File: src/hw/ipr_pkg.sv
// Constants and types shared by the priority register block and its decoder.
// Assumes a 16-bit register port addressed by word offset from the controller base.
package ipr_pkg;

    // ********************************************************
    // Bus geometry and register offsets
    // ********************************************************
    localparam int ADDR_W = 5;
    localparam int DATA_W = 16;
    localparam int REG_NUM = 4;
    localparam logic [4:0] DEBUG_IRQ_LEVEL_REG_A_OFS = 5'h00;
    localparam logic [4:0] DEBUG_IRQ_LEVEL_REG_B_OFS = 5'h01;
    localparam logic [4:0] SYSTEM_IRQ_LEVEL_REG_OFS = 5'h02;
    localparam logic [4:0] PORT_CAN_IRQ_LEVEL_REG_OFS = 5'h03;

    // ********************************************************
    // Implemented bits per register and reset value
    // ********************************************************
    localparam logic [15:0] DEBUG_A_MASK = 16'h3c00;
    localparam logic [15:0] DEBUG_B_MASK = 16'h003f;
    localparam logic [15:0] SYSTEM_MASK = 16'hffcf;
    localparam logic [15:0] PORT_CAN_MASK = 16'hfffc;
    localparam logic [15:0] REG_MASK [REG_NUM] = '{DEBUG_A_MASK, DEBUG_B_MASK, SYSTEM_MASK, PORT_CAN_MASK};
    localparam logic [15:0] REG_RESET = 16'h0000;

    // ********************************************************
    // Field encoding
    // ********************************************************
    localparam logic [1:0] FIELD_OFF = 2'b00;
    localparam logic [1:0] PERIPH_LEVEL_SHIFT = 2'b01;

    // ********************************************************
    // Field positions (low bit of each 2-bit field)
    // ********************************************************
    localparam int BREAKPOINT0_LEVEL_POS = 12;
    localparam int STEP_COUNTER_LEVEL_POS = 10;
    localparam int DEBUG_RX_FULL_LEVEL_POS = 4;
    localparam int DEBUG_TX_EMPTY_LEVEL_POS = 2;
    localparam int TRACE_BUFFER_LEVEL_POS = 0;
    localparam int FLASH_BUFFERS_EMPTY_LEVEL_POS = 14;
    localparam int FLASH_CMD_DONE_LEVEL_POS = 12;
    localparam int FLASH_ERROR_LEVEL_POS = 10;
    localparam int PLL_LOCK_LOSS_LEVEL_POS = 8;
    localparam int LOW_VOLTAGE_LEVEL_POS = 6;
    localparam int EXT_PIN_B_LEVEL_POS = 2;
    localparam int EXT_PIN_A_LEVEL_POS = 0;
    localparam int PORT_D_LEVEL_POS = 14;
    localparam int PORT_E_LEVEL_POS = 12;
    localparam int PORT_F_LEVEL_POS = 10;
    localparam int CAN_MSGBUF_LEVEL_POS = 8;
    localparam int CAN_WAKE_LEVEL_POS = 6;
    localparam int CAN_ERROR_LEVEL_POS = 4;
    localparam int CAN_BUS_OFF_LEVEL_POS = 2;

    // ********************************************************
    // Source table: debug sources first, then peripherals
    // ********************************************************
    localparam int SRC_NUM = 19;
    localparam int SRC_DEBUG_NUM = 5;
    localparam logic [1:0] SRC_REG [SRC_NUM] = '{
        2'h0, 2'h0,
        2'h1, 2'h1, 2'h1,
        2'h2, 2'h2, 2'h2, 2'h2, 2'h2, 2'h2, 2'h2,
        2'h3, 2'h3, 2'h3, 2'h3, 2'h3, 2'h3, 2'h3
    };
    localparam int SRC_POS [SRC_NUM] = '{
        BREAKPOINT0_LEVEL_POS, STEP_COUNTER_LEVEL_POS,
        DEBUG_RX_FULL_LEVEL_POS, DEBUG_TX_EMPTY_LEVEL_POS, TRACE_BUFFER_LEVEL_POS,
        FLASH_BUFFERS_EMPTY_LEVEL_POS, FLASH_CMD_DONE_LEVEL_POS, FLASH_ERROR_LEVEL_POS,
        PLL_LOCK_LOSS_LEVEL_POS, LOW_VOLTAGE_LEVEL_POS, EXT_PIN_B_LEVEL_POS, EXT_PIN_A_LEVEL_POS,
        PORT_D_LEVEL_POS, PORT_E_LEVEL_POS, PORT_F_LEVEL_POS,
        CAN_MSGBUF_LEVEL_POS, CAN_WAKE_LEVEL_POS, CAN_ERROR_LEVEL_POS, CAN_BUS_OFF_LEVEL_POS
    };

    // ********************************************************
    // Block state
    // ********************************************************
    typedef struct packed {
        logic [REG_NUM-1:0][DATA_W-1:0] regs;
        logic [DATA_W-1:0] rdata;
        logic [3:0] level_req;
    } ipr_state_t;

    localparam ipr_state_t STATE_RESET = '{regs: {REG_NUM{REG_RESET}}, rdata: 16'h0000, level_req: 4'h0};

endpackage

File: src/hw/ipr_regs_top.sv
// Interrupt priority registers 0 to 3 with per-level request forwarding.
// Assumes a single-cycle register port, synchronous source requests and a core that
// samples one request line per priority level.
// Operation
// - Unused bits read zero, ignore writes
// - Debug fields: off, levels one to three
// - Peripheral fields: off, levels zero to two
// - All fields reset to off
// - Register a: breakpoint, step counter fields
// - Register b: receive, transmit, trace fields
// - System register: three flash fields on top
// - System register: lock loss, low voltage
// - System register: external pins b, a
// - Port register: ports d, e, f
// - Port register: message, wake, error, bus-off fields
module ipr_regs_top (
    input wire logic clk_in,
    input wire logic rst_in,
    input wire logic ce_in,
    input wire logic [ipr_pkg::ADDR_W-1:0] addr_in,
    input wire logic [ipr_pkg::DATA_W-1:0] wr_data_in,
    input wire logic wr_en_in,
    input wire logic rd_en_in,
    output logic [ipr_pkg::DATA_W-1:0] rd_data_out,
    input wire logic [ipr_pkg::SRC_NUM-1:0] src_req_in,
    output logic [3:0] level_req_out
);

    // ********************************************************
    // State and per-source decode
    // ********************************************************
    ipr_pkg::ipr_state_t state_q;
    ipr_pkg::ipr_state_t state_d;
    logic addr_hit;
    logic [1:0] reg_sel;
    logic [1:0] src_field [ipr_pkg::SRC_NUM];
    logic [1:0] src_lvl [ipr_pkg::SRC_NUM];
    logic [ipr_pkg::SRC_NUM-1:0] src_en;

    // Only offsets 0..3 belong to this block
    assign addr_hit = (addr_in < ipr_pkg::ADDR_W'(ipr_pkg::REG_NUM));
    assign reg_sel = addr_in[1:0];

    // Each source picks its field out of the register array
    for (genvar i = 0; i < ipr_pkg::SRC_NUM; i++) begin : g_src
        assign src_field[i] = state_q.regs[ipr_pkg::SRC_REG[i]][ipr_pkg::SRC_POS[i] +: 2];
        ipr_level_dec #(
            .DEBUG_SRC(i < ipr_pkg::SRC_DEBUG_NUM)
        ) u_dec (
            .field_in(src_field[i]),
            .en_out(src_en[i]),
            .level_out(src_lvl[i])
        );

        // Decoded level follows field exactly, per source class
        if (i < ipr_pkg::SRC_DEBUG_NUM) begin : g_dbg
            chk_debug_level_map: assert property (
                @(posedge clk_in) disable iff (rst_in)
                src_en[i] |-> (src_lvl[i] == src_field[i]) && (src_lvl[i] != 2'h0)
            ) else $error("debug source level decode wrong");
        end else begin : g_per
            chk_periph_level_map: assert property (
                @(posedge clk_in) disable iff (rst_in)
                src_en[i] |-> (src_lvl[i] == src_field[i] - 2'h1) && (src_lvl[i] != 2'h3)
            ) else $error("peripheral source level decode wrong");
        end

        // A write lands in the documented field of the selected register
        chk_field_place_write: assert property (
            @(posedge clk_in) disable iff (rst_in)
            (ce_in && wr_en_in && addr_in == ipr_pkg::ADDR_W'(ipr_pkg::SRC_REG[i]))
            |=> (src_field[i] == $past(wr_data_in[ipr_pkg::SRC_POS[i] +: 2]))
        ) else $error("priority field not at its bit position");

        // An enabled, requesting source shows on its level line one cycle later
        chk_forward_level: assert property (
            @(posedge clk_in) disable iff (rst_in)
            (ce_in && src_req_in[i] && src_en[i]) |=> level_req_out[$past(src_lvl[i])]
        ) else $error("enabled request not forwarded at its level");
    end

    // ********************************************************
    // Next-state logic
    // ********************************************************

    // Reads return last cycle's contents; rdata is zero outside a read reply
    always_comb begin
        state_d = state_q;
        state_d.rdata = 16'h0000;
        state_d.level_req = 4'h0;
        if (wr_en_in && addr_hit) begin
            state_d.regs[reg_sel] = wr_data_in & ipr_pkg::REG_MASK[reg_sel];
        end
        if (rd_en_in && addr_hit) begin
            state_d.rdata = state_q.regs[reg_sel];
        end
        // Field value 00 keeps a source off every level line
        for (int i = 0; i < ipr_pkg::SRC_NUM; i++) begin
            if (src_req_in[i] && src_en[i]) begin
                state_d.level_req[src_lvl[i]] = 1'b1;
            end
        end
    end

    // ********************************************************
    // State register
    // ********************************************************

    // Reset wins over the clock enable so a frozen block still clears
    always_ff @(posedge clk_in) begin
        if (rst_in) begin
            state_q <= ipr_pkg::STATE_RESET;
        end else if (ce_in) begin
            state_q <= state_d;
        end
    end

    assign rd_data_out = state_q.rdata;
    assign level_req_out = state_q.level_req;

    // ********************************************************
    // Register port checks
    // ********************************************************

    // Unused bits of each register read back as zero
    chk_reserved_read_a: assert property (
        @(posedge clk_in) disable iff (rst_in)
        (ce_in && rd_en_in && addr_in == ipr_pkg::DEBUG_IRQ_LEVEL_REG_A_OFS)
        |=> ((rd_data_out & ~ipr_pkg::DEBUG_A_MASK) == 16'h0000)
    ) else $error("reserved bits of debug register a not zero");

    chk_reserved_read_b: assert property (
        @(posedge clk_in) disable iff (rst_in)
        (ce_in && rd_en_in && addr_in == ipr_pkg::DEBUG_IRQ_LEVEL_REG_B_OFS)
        |=> ((rd_data_out & ~ipr_pkg::DEBUG_B_MASK) == 16'h0000)
    ) else $error("reserved bits of debug register b not zero");

    chk_reserved_read_sys: assert property (
        @(posedge clk_in) disable iff (rst_in)
        (ce_in && rd_en_in && addr_in == ipr_pkg::SYSTEM_IRQ_LEVEL_REG_OFS)
        |=> ((rd_data_out & ~ipr_pkg::SYSTEM_MASK) == 16'h0000)
    ) else $error("reserved bits of system register not zero");

    chk_reserved_read_port: assert property (
        @(posedge clk_in) disable iff (rst_in)
        (ce_in && rd_en_in && addr_in == ipr_pkg::PORT_CAN_IRQ_LEVEL_REG_OFS)
        |=> ((rd_data_out & ~ipr_pkg::PORT_CAN_MASK) == 16'h0000)
    ) else $error("reserved bits of port register not zero");

    // Write then read of the same register returns the masked write data
    chk_write_readback: assert property (
        @(posedge clk_in) disable iff (rst_in)
        (ce_in && wr_en_in && addr_hit)
        ##1 (ce_in && rd_en_in && !wr_en_in && addr_in == $past(addr_in))
        |=> (rd_data_out == ($past(wr_data_in, 2) & ipr_pkg::REG_MASK[$past(reg_sel, 2)]))
    ) else $error("read back differs from masked write");

    // Unmapped offsets answer zero
    chk_unmapped_zero: assert property (
        @(posedge clk_in) disable iff (rst_in)
        (ce_in && rd_en_in && !addr_hit) |=> (rd_data_out == 16'h0000)
    ) else $error("unmapped read not zero");

    // Read data stands for exactly one enabled cycle
    chk_rdata_one_cycle: assert property (
        @(posedge clk_in) disable iff (rst_in)
        (ce_in && !rd_en_in) |=> (rd_data_out == 16'h0000)
    ) else $error("read data outside its reply cycle");

    // ********************************************************
    // Reset and request checks
    // ********************************************************

    // Every field is off right after reset, and nothing is forwarded
    chk_reset_all_off: assert property (
        @(posedge clk_in)
        rst_in |=> (src_en == '0) && (level_req_out == 4'h0) && (rd_data_out == 16'h0000)
    ) else $error("fields not off after reset");

    // No request in means no level line out
    chk_idle_no_level: assert property (
        @(posedge clk_in) disable iff (rst_in)
        (ce_in && src_req_in == '0) |=> (level_req_out == 4'h0)
    ) else $error("level line raised without a request");

    // Requests from disabled sources are suppressed
    chk_disabled_suppress: assert property (
        @(posedge clk_in) disable iff (rst_in)
        (ce_in && (src_req_in & src_en) == '0) |=> (level_req_out == 4'h0)
    ) else $error("disabled source reached the core");

    // Debug sources alone never raise level zero
    chk_debug_no_level0: assert property (
        @(posedge clk_in) disable iff (rst_in)
        (ce_in && (src_req_in & src_en) == ({{(ipr_pkg::SRC_NUM - ipr_pkg::SRC_DEBUG_NUM){1'b0}},
            {ipr_pkg::SRC_DEBUG_NUM{1'b1}}} & src_req_in & src_en)) |=> !level_req_out[0]
    ) else $error("debug source raised level zero");

    // Peripheral sources alone never raise level three
    chk_periph_no_level3: assert property (
        @(posedge clk_in) disable iff (rst_in)
        (ce_in && (src_req_in & src_en & {{(ipr_pkg::SRC_NUM - ipr_pkg::SRC_DEBUG_NUM){1'b0}},
            {ipr_pkg::SRC_DEBUG_NUM{1'b1}}}) == '0) |=> !level_req_out[3]
    ) else $error("peripheral source raised level three");

    // Clock enable low freezes everything the block shows
    chk_ce_freeze: assert property (
        @(posedge clk_in) disable iff (rst_in)
        !ce_in |=> $stable(rd_data_out) && $stable(level_req_out) && $stable(src_en)
    ) else $error("state moved while clock enable low");

endmodule

File: src/hw/ipr_level_dec.sv
// Decoder from one 2-bit priority field to an enable and a core level.
// Assumes the field comes straight from a register; purely combinational.
module ipr_level_dec #(
    parameter bit DEBUG_SRC = 1'b0
) (
    input wire logic [1:0] field_in,
    output logic en_out,
    output logic [1:0] level_out
);

    // ********************************************************
    // Field decode
    // ********************************************************

    // Debug sources map 1..3, peripherals 0..2; off forces level 0
    always_comb begin
        en_out = (field_in != ipr_pkg::FIELD_OFF);
        level_out = 2'h0;
        if (en_out) begin
            if (DEBUG_SRC) begin
                level_out = field_in;
            end else begin
                level_out = field_in - ipr_pkg::PERIPH_LEVEL_SHIFT;
            end
        end
    end

endmodule

File: config.mk
export PLATFORM = sky130hd
export DESIGN_NAME = ipr_regs_top
export DESIGN_NICKNAME = d
export VERILOG_FILES = /design/src/hw/ipr_pkg.sv /design/src/hw/ipr_regs_top.sv /design/src/hw/ipr_level_dec.sv
export SDC_FILE = /design/constraint.sdc
export NUM_CORES = 1
export LEC_CHECK = 0
export ABC_AREA = 0
export CORE_MARGIN = 2
export CORE_UTILIZATION = 50
export CTS_BUF_LIST = sky130_fd_sc_hd__clkbuf_4
export DETAILED_ROUTE_END_ITERATION = 8
export DONT_BUFFER_PORTS = 1
export PLACE_DENSITY = 0.68
export SLEW_MARGIN = 40
export SYNTH_ARGS = -nofsm -noshare
export SYNTH_HDL_FRONTEND = slang
export SYNTH_SLANG_ARGS = --single-unit
File: constraint.sdc
create_clock -name clk_in -period 4.4 [get_ports clk_in]
set_input_delay 0.88 -clock clk_in [delete_from_list [all_inputs] [get_ports clk_in]]
set_output_delay 0.88 -clock clk_in [all_outputs]
set_load 0.01 [all_outputs]
==> results_dict.tcl, run 1 <==
set metrics [dict create \
    outcome "finished, final reports clean" \
    worstPathCellList "nor4b_4, and3_1, nand3_1, a21oi_1" \
    yosysSeqAreaShare_pct 40.02 \
    rsz0062_at_grt "no" \
    synth_cells 518 \
    routed_via_density 6.038 \
    synthTopCellsByArea "dfxtp_1 (40%), nand2_1 (11%), a21oi_1 (9.4%)" \
    period_share_pct 46.62 \
    cp_slowest_cell "and3_1" \
    postLayoutCoreUtil_pct 50.51 \
    worst_setup_path_start_kind "input port" \
    n_fill_cell 823 \
    r2r_end "level_req_out[2]$_SDFFE_PP0P_" \
    max_slew_margin_pct 44.38 \
    wl_met3_mm 1.060 \
    drt_iter0_markers 359 \
    synth_most_common_cell "nand2_1" \
    placementRows 33 \
    whs_endpoint "state_q[35]$_SDFFE_PP0P_" \
    synth.distinct_cells 27 \
    dp_hpwl_mm 7.663 \
    worstMarginPinSlew_ns 0.8344 \
    syn_area_per_cell_sq_um 8.111 \
    fin_nets 526 \
    area_delta_synth_final_pct -1.727 \
    period_needed_ns 2.051 \
    report.final.slew_viol_count 0 \
    cts_max_level 3 \
    grt_use_total_pct 25.65 \
    vias 3532 \
    cts.clk_slew.worst_paths_ns 0.13 \
    synth.top_cell.area_share_pct 40.02 \
    die_w_um 95.67 \
    setup_viol 0 \
    timing.rr.start "src_field[34]$_SDFFE_PP0P_" \
    gp_congestion 0.9985 \
    post_cts_resized 0 \
    multiInputGateArea_sq_um 2141 \
    p_leak_nw 1.293 \
    async_flop_share_pct 0 \
    start_util_pct 51.39 \
    fmax_mhz 487.5 \
    die_h_um 95.67 \
    ios 65 \
    hp-class "flip-flop to flip-flop" \
    crit_type "input port to flip-flop" \
    wl_met1_mm 4.772 \
    synth_ff_type "dfxtp_1" \
    max_stage_delay_ns 0.78 \
    peakVddDrop_uv 123.2 \
    ys_ff_latch 84 \
    cts_setup_buffers 0 \
    setup_tns_ns 0 \
    rrSetupSlack_ns 3.06 \
    ant_nets 0 \
    seqCellArea_sq_um 1682 \
    yosysWarnings 0 \
    grt_pass1_wl_mm 17.60 \
    clock_sinks 84 \
    synth_edf_count 0 \
    grt_pass1_vias 3289 \
    synth_nets 569 \
    antenna_found_initial 0 \
    reg2reg_depth 4 \
    cts_tree "built" \
    clk_latency_ns 0.43 \
    dr.max_layer_used "met4" \
    path_max_fanout 16 \
    dr_wl_met2_mm 5.038 \
    drt_pass1_iterations 5 \
    required_ns 4.77 \
    cellPowerDensity_nw_per_um2 317.6 \
    hold_path_depth 2 \
    route.detailed.drc 0 \
    core_sq_um 8175 \
    cts_buffer_depth 2 \
    drive_above_1_share_pct 7.292 \
    grt-ovfl-total 0 \
    postCtsHoldBufs 0 \
    crit_path_end_kind "flip-flop" \
    synth_top_area_cell "dfxtp_1" \
    die-area_sq_um 9153 \
    skew_ns 0.02215 \
    finalHoldViolCount 0 \
    wire_per_inst_um 18.92 \
    worstHoldStart "state_q[35]$_SDFFE_PP0P_" \
    grt_start_max_net_pins 85 \
    power_mw 1.311 \
    synth_common_cells "nand2_1 (126), dfxtp_1 (84), a21oi_1 (79)" \
    finalWirelength_mm 11.07 \
    max-cap-violations 0 \
    arrival_ns 2.42 \
    num_antenna_cells 0 \
    cts_root_buffer "clkbuf_4" \
    io_buffers 0 \
    syn-cell-area_sq_um 4202 \
    numCtsBuffers 9 \
]
## final cells by class
cell class / count / area share (%)
clock buffer: 9 / 1.636
multi-input combinational: 378 / 51.85
sequential: 84 / 40.73
inverter: 2 / 0.1818
clock inverter: 7 / 2.424
tap: 105 / 3.182
## worst max-delay path: cells and delay by family
family	cells	cell delay [ns]
simple gates	3	1.38
compound gates	1	0.15
## cell usage in the layout (no fill, tap or decap), types with 3 or more instances in the layout
master,count
nand2_1,126
dfxtp_1,84
a21oi_1,79
nand3_1,62
nor2_1,22
nor2b_1,21
mux4_2,16
o22ai_1,13
clkbuf_4,9
o21ai_0,8
nor4_1,6
ha_1,6
and3_1,4
nand3b_1,3
clkinvlp_4,3
## power by group
group / internal, mW / switching, mW / leakage, nW / total (mW)
registers: 0.764 / 0.00391 / 0.677 / 0.768
logic: 0.0161 / 0.0175 / 0.538 / 0.0336
clock network: 0.233 / 0.277 / 0.0788 / 0.510
total: 1.01 / 0.298 / 1.29 / 1.31
## flip-flops by register name (all words and copies together) (netlist names)
signal	count
level_req_out	4
rd_data_out	16
src_field	38
state_q	26
## cells by family after synthesis
kind of cell    after synthesis  share of synthesized area (%)
simple gates                251                          27.19
mux                          16                          8.577
fa+ha+maj                     6                          1.787
flops                        84                          40.02
compound gates              105                          13.28
buf+inv                      56                          9.142
## layer usage
metal  up-vias  global-route usage (%)
li1       1694                       -
met1      1675                   34.11
met2       145                   39.80
met3        18                   7.115
met4         0                   9.524
met5         -                       0
## metrics by stage
stage	std cells	hold WS (ns)	worst slack, ns	instance area [sq um]
2_1_floorplan	518	0.4331	1.801	4202
3_3_place_gp	569	0.4331	1.960	3956
3_5_place_dp	569	0.4378	1.934	3956
4_1_cts	585	0.4561	2.414	4124
5_1_grt	585	0.4681	2.221	4129
6_report	585	0.4606	2.349	4129
## how the worst max path moves through the flow
stage                     depth (start not counted)                          to  slack [ns]        from
after floorplan                                  11    state_q[44]$_SDFFE_PP0P_        1.80  addr_in[1]
after global placement                            4  src_field[26]$_SDFFE_PP0P_        1.96  addr_in[3]
after detailed placement                          4  src_field[28]$_SDFFE_PP0P_        1.93  addr_in[3]
after CTS                                         4  src_field[28]$_SDFFE_PP0P_        2.41  addr_in[3]
after global routing                              4    state_q[42]$_SDFFE_PP0P_        2.22  addr_in[3]
final                                             4  src_field[28]$_SDFFE_PP0P_        2.35  addr_in[3]
(Power assumes the default switching activity.)
==> run 2, diff against run 1 <==
Settings changed: ABC_AREA 0 to 1.
Clock period 4.4 ns to 1.95 ns, I/O delays scaled along.
==> results_dict.tcl, run 2 <==
set metrics [dict create \
    crit_path_end_kind "flip-flop" \
    max-cap-violations 0 \
    path_max_fanout 3 \
    drt_iter0_markers 266 \
    cts.clk_slew.worst_paths_ns 0.15 \
    hold_slack_ns 0.01693 \
    route.detailed.drc 0 \
    required_ns 2.29 \
    p_leak_nw 2.240 \
    dpl-instance-area_sq_um 4443 \
    area_delta_synth_final_pct 3.268 \
    rsz0062_at_grt "no" \
    wire_per_inst_um 16.59 \
    dp_hpwl_mm 9.412 \
    yosysSeqAreaShare_pct 37.22 \
    finalHoldViolCount 0 \
    synth.distinct_cells 22 \
    synth_nets 766 \
    period_needed_ns 1.319 \
    synth.top_cell.area_share_pct 37.22 \
    drt_pass1_iterations 7 \
    postLayoutCoreUtil_pct 53.24 \
    drive_above_1_share_pct 4.935 \
    worstMarginPinSlew_ns 0.6454 \
    report.final.slew_viol_count 0 \
    start_util_pct 51.56 \
    cts_tree "built" \
    crit_type "flip-flop to flip-flop" \
    cts_setup_buffers 0 \
    setup_viol 0 \
    antenna_found_initial 0 \
    placementRows 34 \
    synth_ff_type "dfxtp_1" \
    synth_top_area_cell "dfxtp_1" \
    core_sq_um 8763 \
    fmax_mhz 758.3 \
    n_fill_cell 890 \
    multiInputGateArea_sq_um 2268 \
    synth_edf_count 0 \
    yosysWarnings 0 \
    fin_nets 735 \
    grt_pass1_wl_mm 20.59 \
    finalWirelength_mm 13.22 \
    grt_pass1_vias 4087 \
    die_h_um 99.06 \
    setup_tns_ns 0 \
    max_slew_margin_pct 56.93 \
    hp-class "input port to flip-flop" \
    final_cell_area_sq_um 4666 \
    skew_ns 0.01741 \
    cts_buffer_depth 2 \
    cellPowerDensity_nw_per_um2 700.6 \
    period_share_pct 67.62 \
    num_antenna_cells 0 \
    synthTopCellsByArea "dfxtp_1 (37%), nand2_1 (16%), nor2_1 (9.3%)" \
    vias 4447 \
    ys_ff_latch 84 \
    ios 65 \
    die_w_um 99.06 \
    final_cell_mix "nand2_1 (195), nor2_1 (112), dfxtp_1 (84), a21oi_1 (71), inv_1 (64)" \
    cts_max_level 3 \
    io_buffers 0 \
    synth_cells 715 \
    grt-ovfl-total 0 \
    routed_via_density 5.580 \
    async_flop_share_pct 0 \
    worst_setup_path_start_kind "flip-flop" \
    seqCellArea_sq_um 1682 \
    final_common_cell "nand2_1" \
    synth_common_cells "nand2_1 (195), nor2_1 (112), dfxtp_1 (84)" \
    arrival_ns 1.66 \
    clk_latency_ns 0.45 \
    die-area_sq_um 9813 \
    grt_start_max_net_pins 43 \
    largest_reg_flops 38 \
    peakVddDrop_uv 386.6 \
    syn-cell-area_sq_um 4518 \
    cts_root_buffer "clkbuf_4" \
    syn_area_per_cell_sq_um 6.319 \
    clock_sinks 84 \
    synth_most_common_cell "nand2_1" \
    numCtsBuffers 9 \
    outcome "finished, final reports clean" \
    grt_use_total_pct 26.86 \
    gp_congestion 0.9813 \
    ant_nets 0 \
]
## run 2: cell types whose count changed after synthesis, sizes merged, moves of 16 or more
| cell | change |
|---|---|
| o21ai | +26 |
| inv | +63 |
| nor2 | +91 |
| nand2 | +69 |
| nor2b | -21 |
| nand4 | +21 |
| mux4 | -16 |
## run 2: layout make-up
| cell class | count | area share (%) |
|---|---|---|
| clock buffer | 9 | 1.448 |
| clock inverter | 7 | 2.467 |
| tap | 108 | 2.896 |
| inverter | 66 | 5.310 |
| timing repair buffer | 16 | 3.218 |
| multi-input combinational | 507 | 48.62 |
| sequential | 84 | 36.04 |
## run 2: worst max-delay path: stages (launching register included)
cell,delay [ns]
dfxtp_1,0.40
inv_1,0.09
nand3_1,0.14
nand2_1,0.11
nor2_1,0.14
nand2_1,0.06
nor2_1,0.22
nor2_1,0.06
## run 2: cells by family after synthesis
| kind of cell | Yosys count | synth area share, % |
|---|---|---|
| simple gates | 390 | 36.00 |
| fa+ha+maj | 6 | 1.662 |
| flops | 84 | 37.22 |
| compound gates | 111 | 12.54 |
| buf+inv | 124 | 12.57 |
## run 2: repair_timing
action / in CTS / in global routing
gates resized for setup: 0 / 0
endpoints found under the hold margin: 31 / 1
hold buffers: 2 / 1
## run 2: worst paths after layout
path	startpoint	endpoint	slack, ns	cells past startpoint
max	src_field[30]$_SDFFE_PP0P_	level_req_out[2]$_SDFFE_PP0P_	0.63	7
min	rst_in	src_field[13]$_SDFFE_PP0P_	0.02	1
max reg2reg	src_field[30]$_SDFFE_PP0P_	level_req_out[2]$_SDFFE_PP0P_	0.63	7
min reg2reg	state_q[28]$_SDFFE_PP0P_	state_q[28]$_SDFFE_PP0P_	0.48	2
## run 2: report_power, final
group | internal [mW] | leakage [nW] | switching [mW]
logic | 0.0734 | 1.47 | 0.171
clock network | 0.645 | 0.0936 | 0.637
registers | 1.73 | 0.678 | 0.0120
## run 2: metal layers
| layer | vias to the layer above | global-route usage (%) | routed length (um) |
|---|---|---|---|
| met4 | 0 | 12.54 | 457 |
| met5 | - | 0 | 0 |
| met1 | 2024 | 34.80 | 5631 |
| met2 | 197 | 43.50 | 6011 |
| li1 | 2192 | - | - |
| met3 | 34 | 4.752 | 1120 |
## run 2: through the flow
step / power, mW / worst slack (ns) / std cells
final: 3.269 / 0.6313 / 797
after global routing: 3.379 / 0.5153 / 797
after global placement: 1.996 / 0.2781 / 778
after floorplan: 1.969 / 0.003290 / 715
after CTS: 3.281 / 0.6651 / 796
after detailed placement: 1.998 / 0.2277 / 778
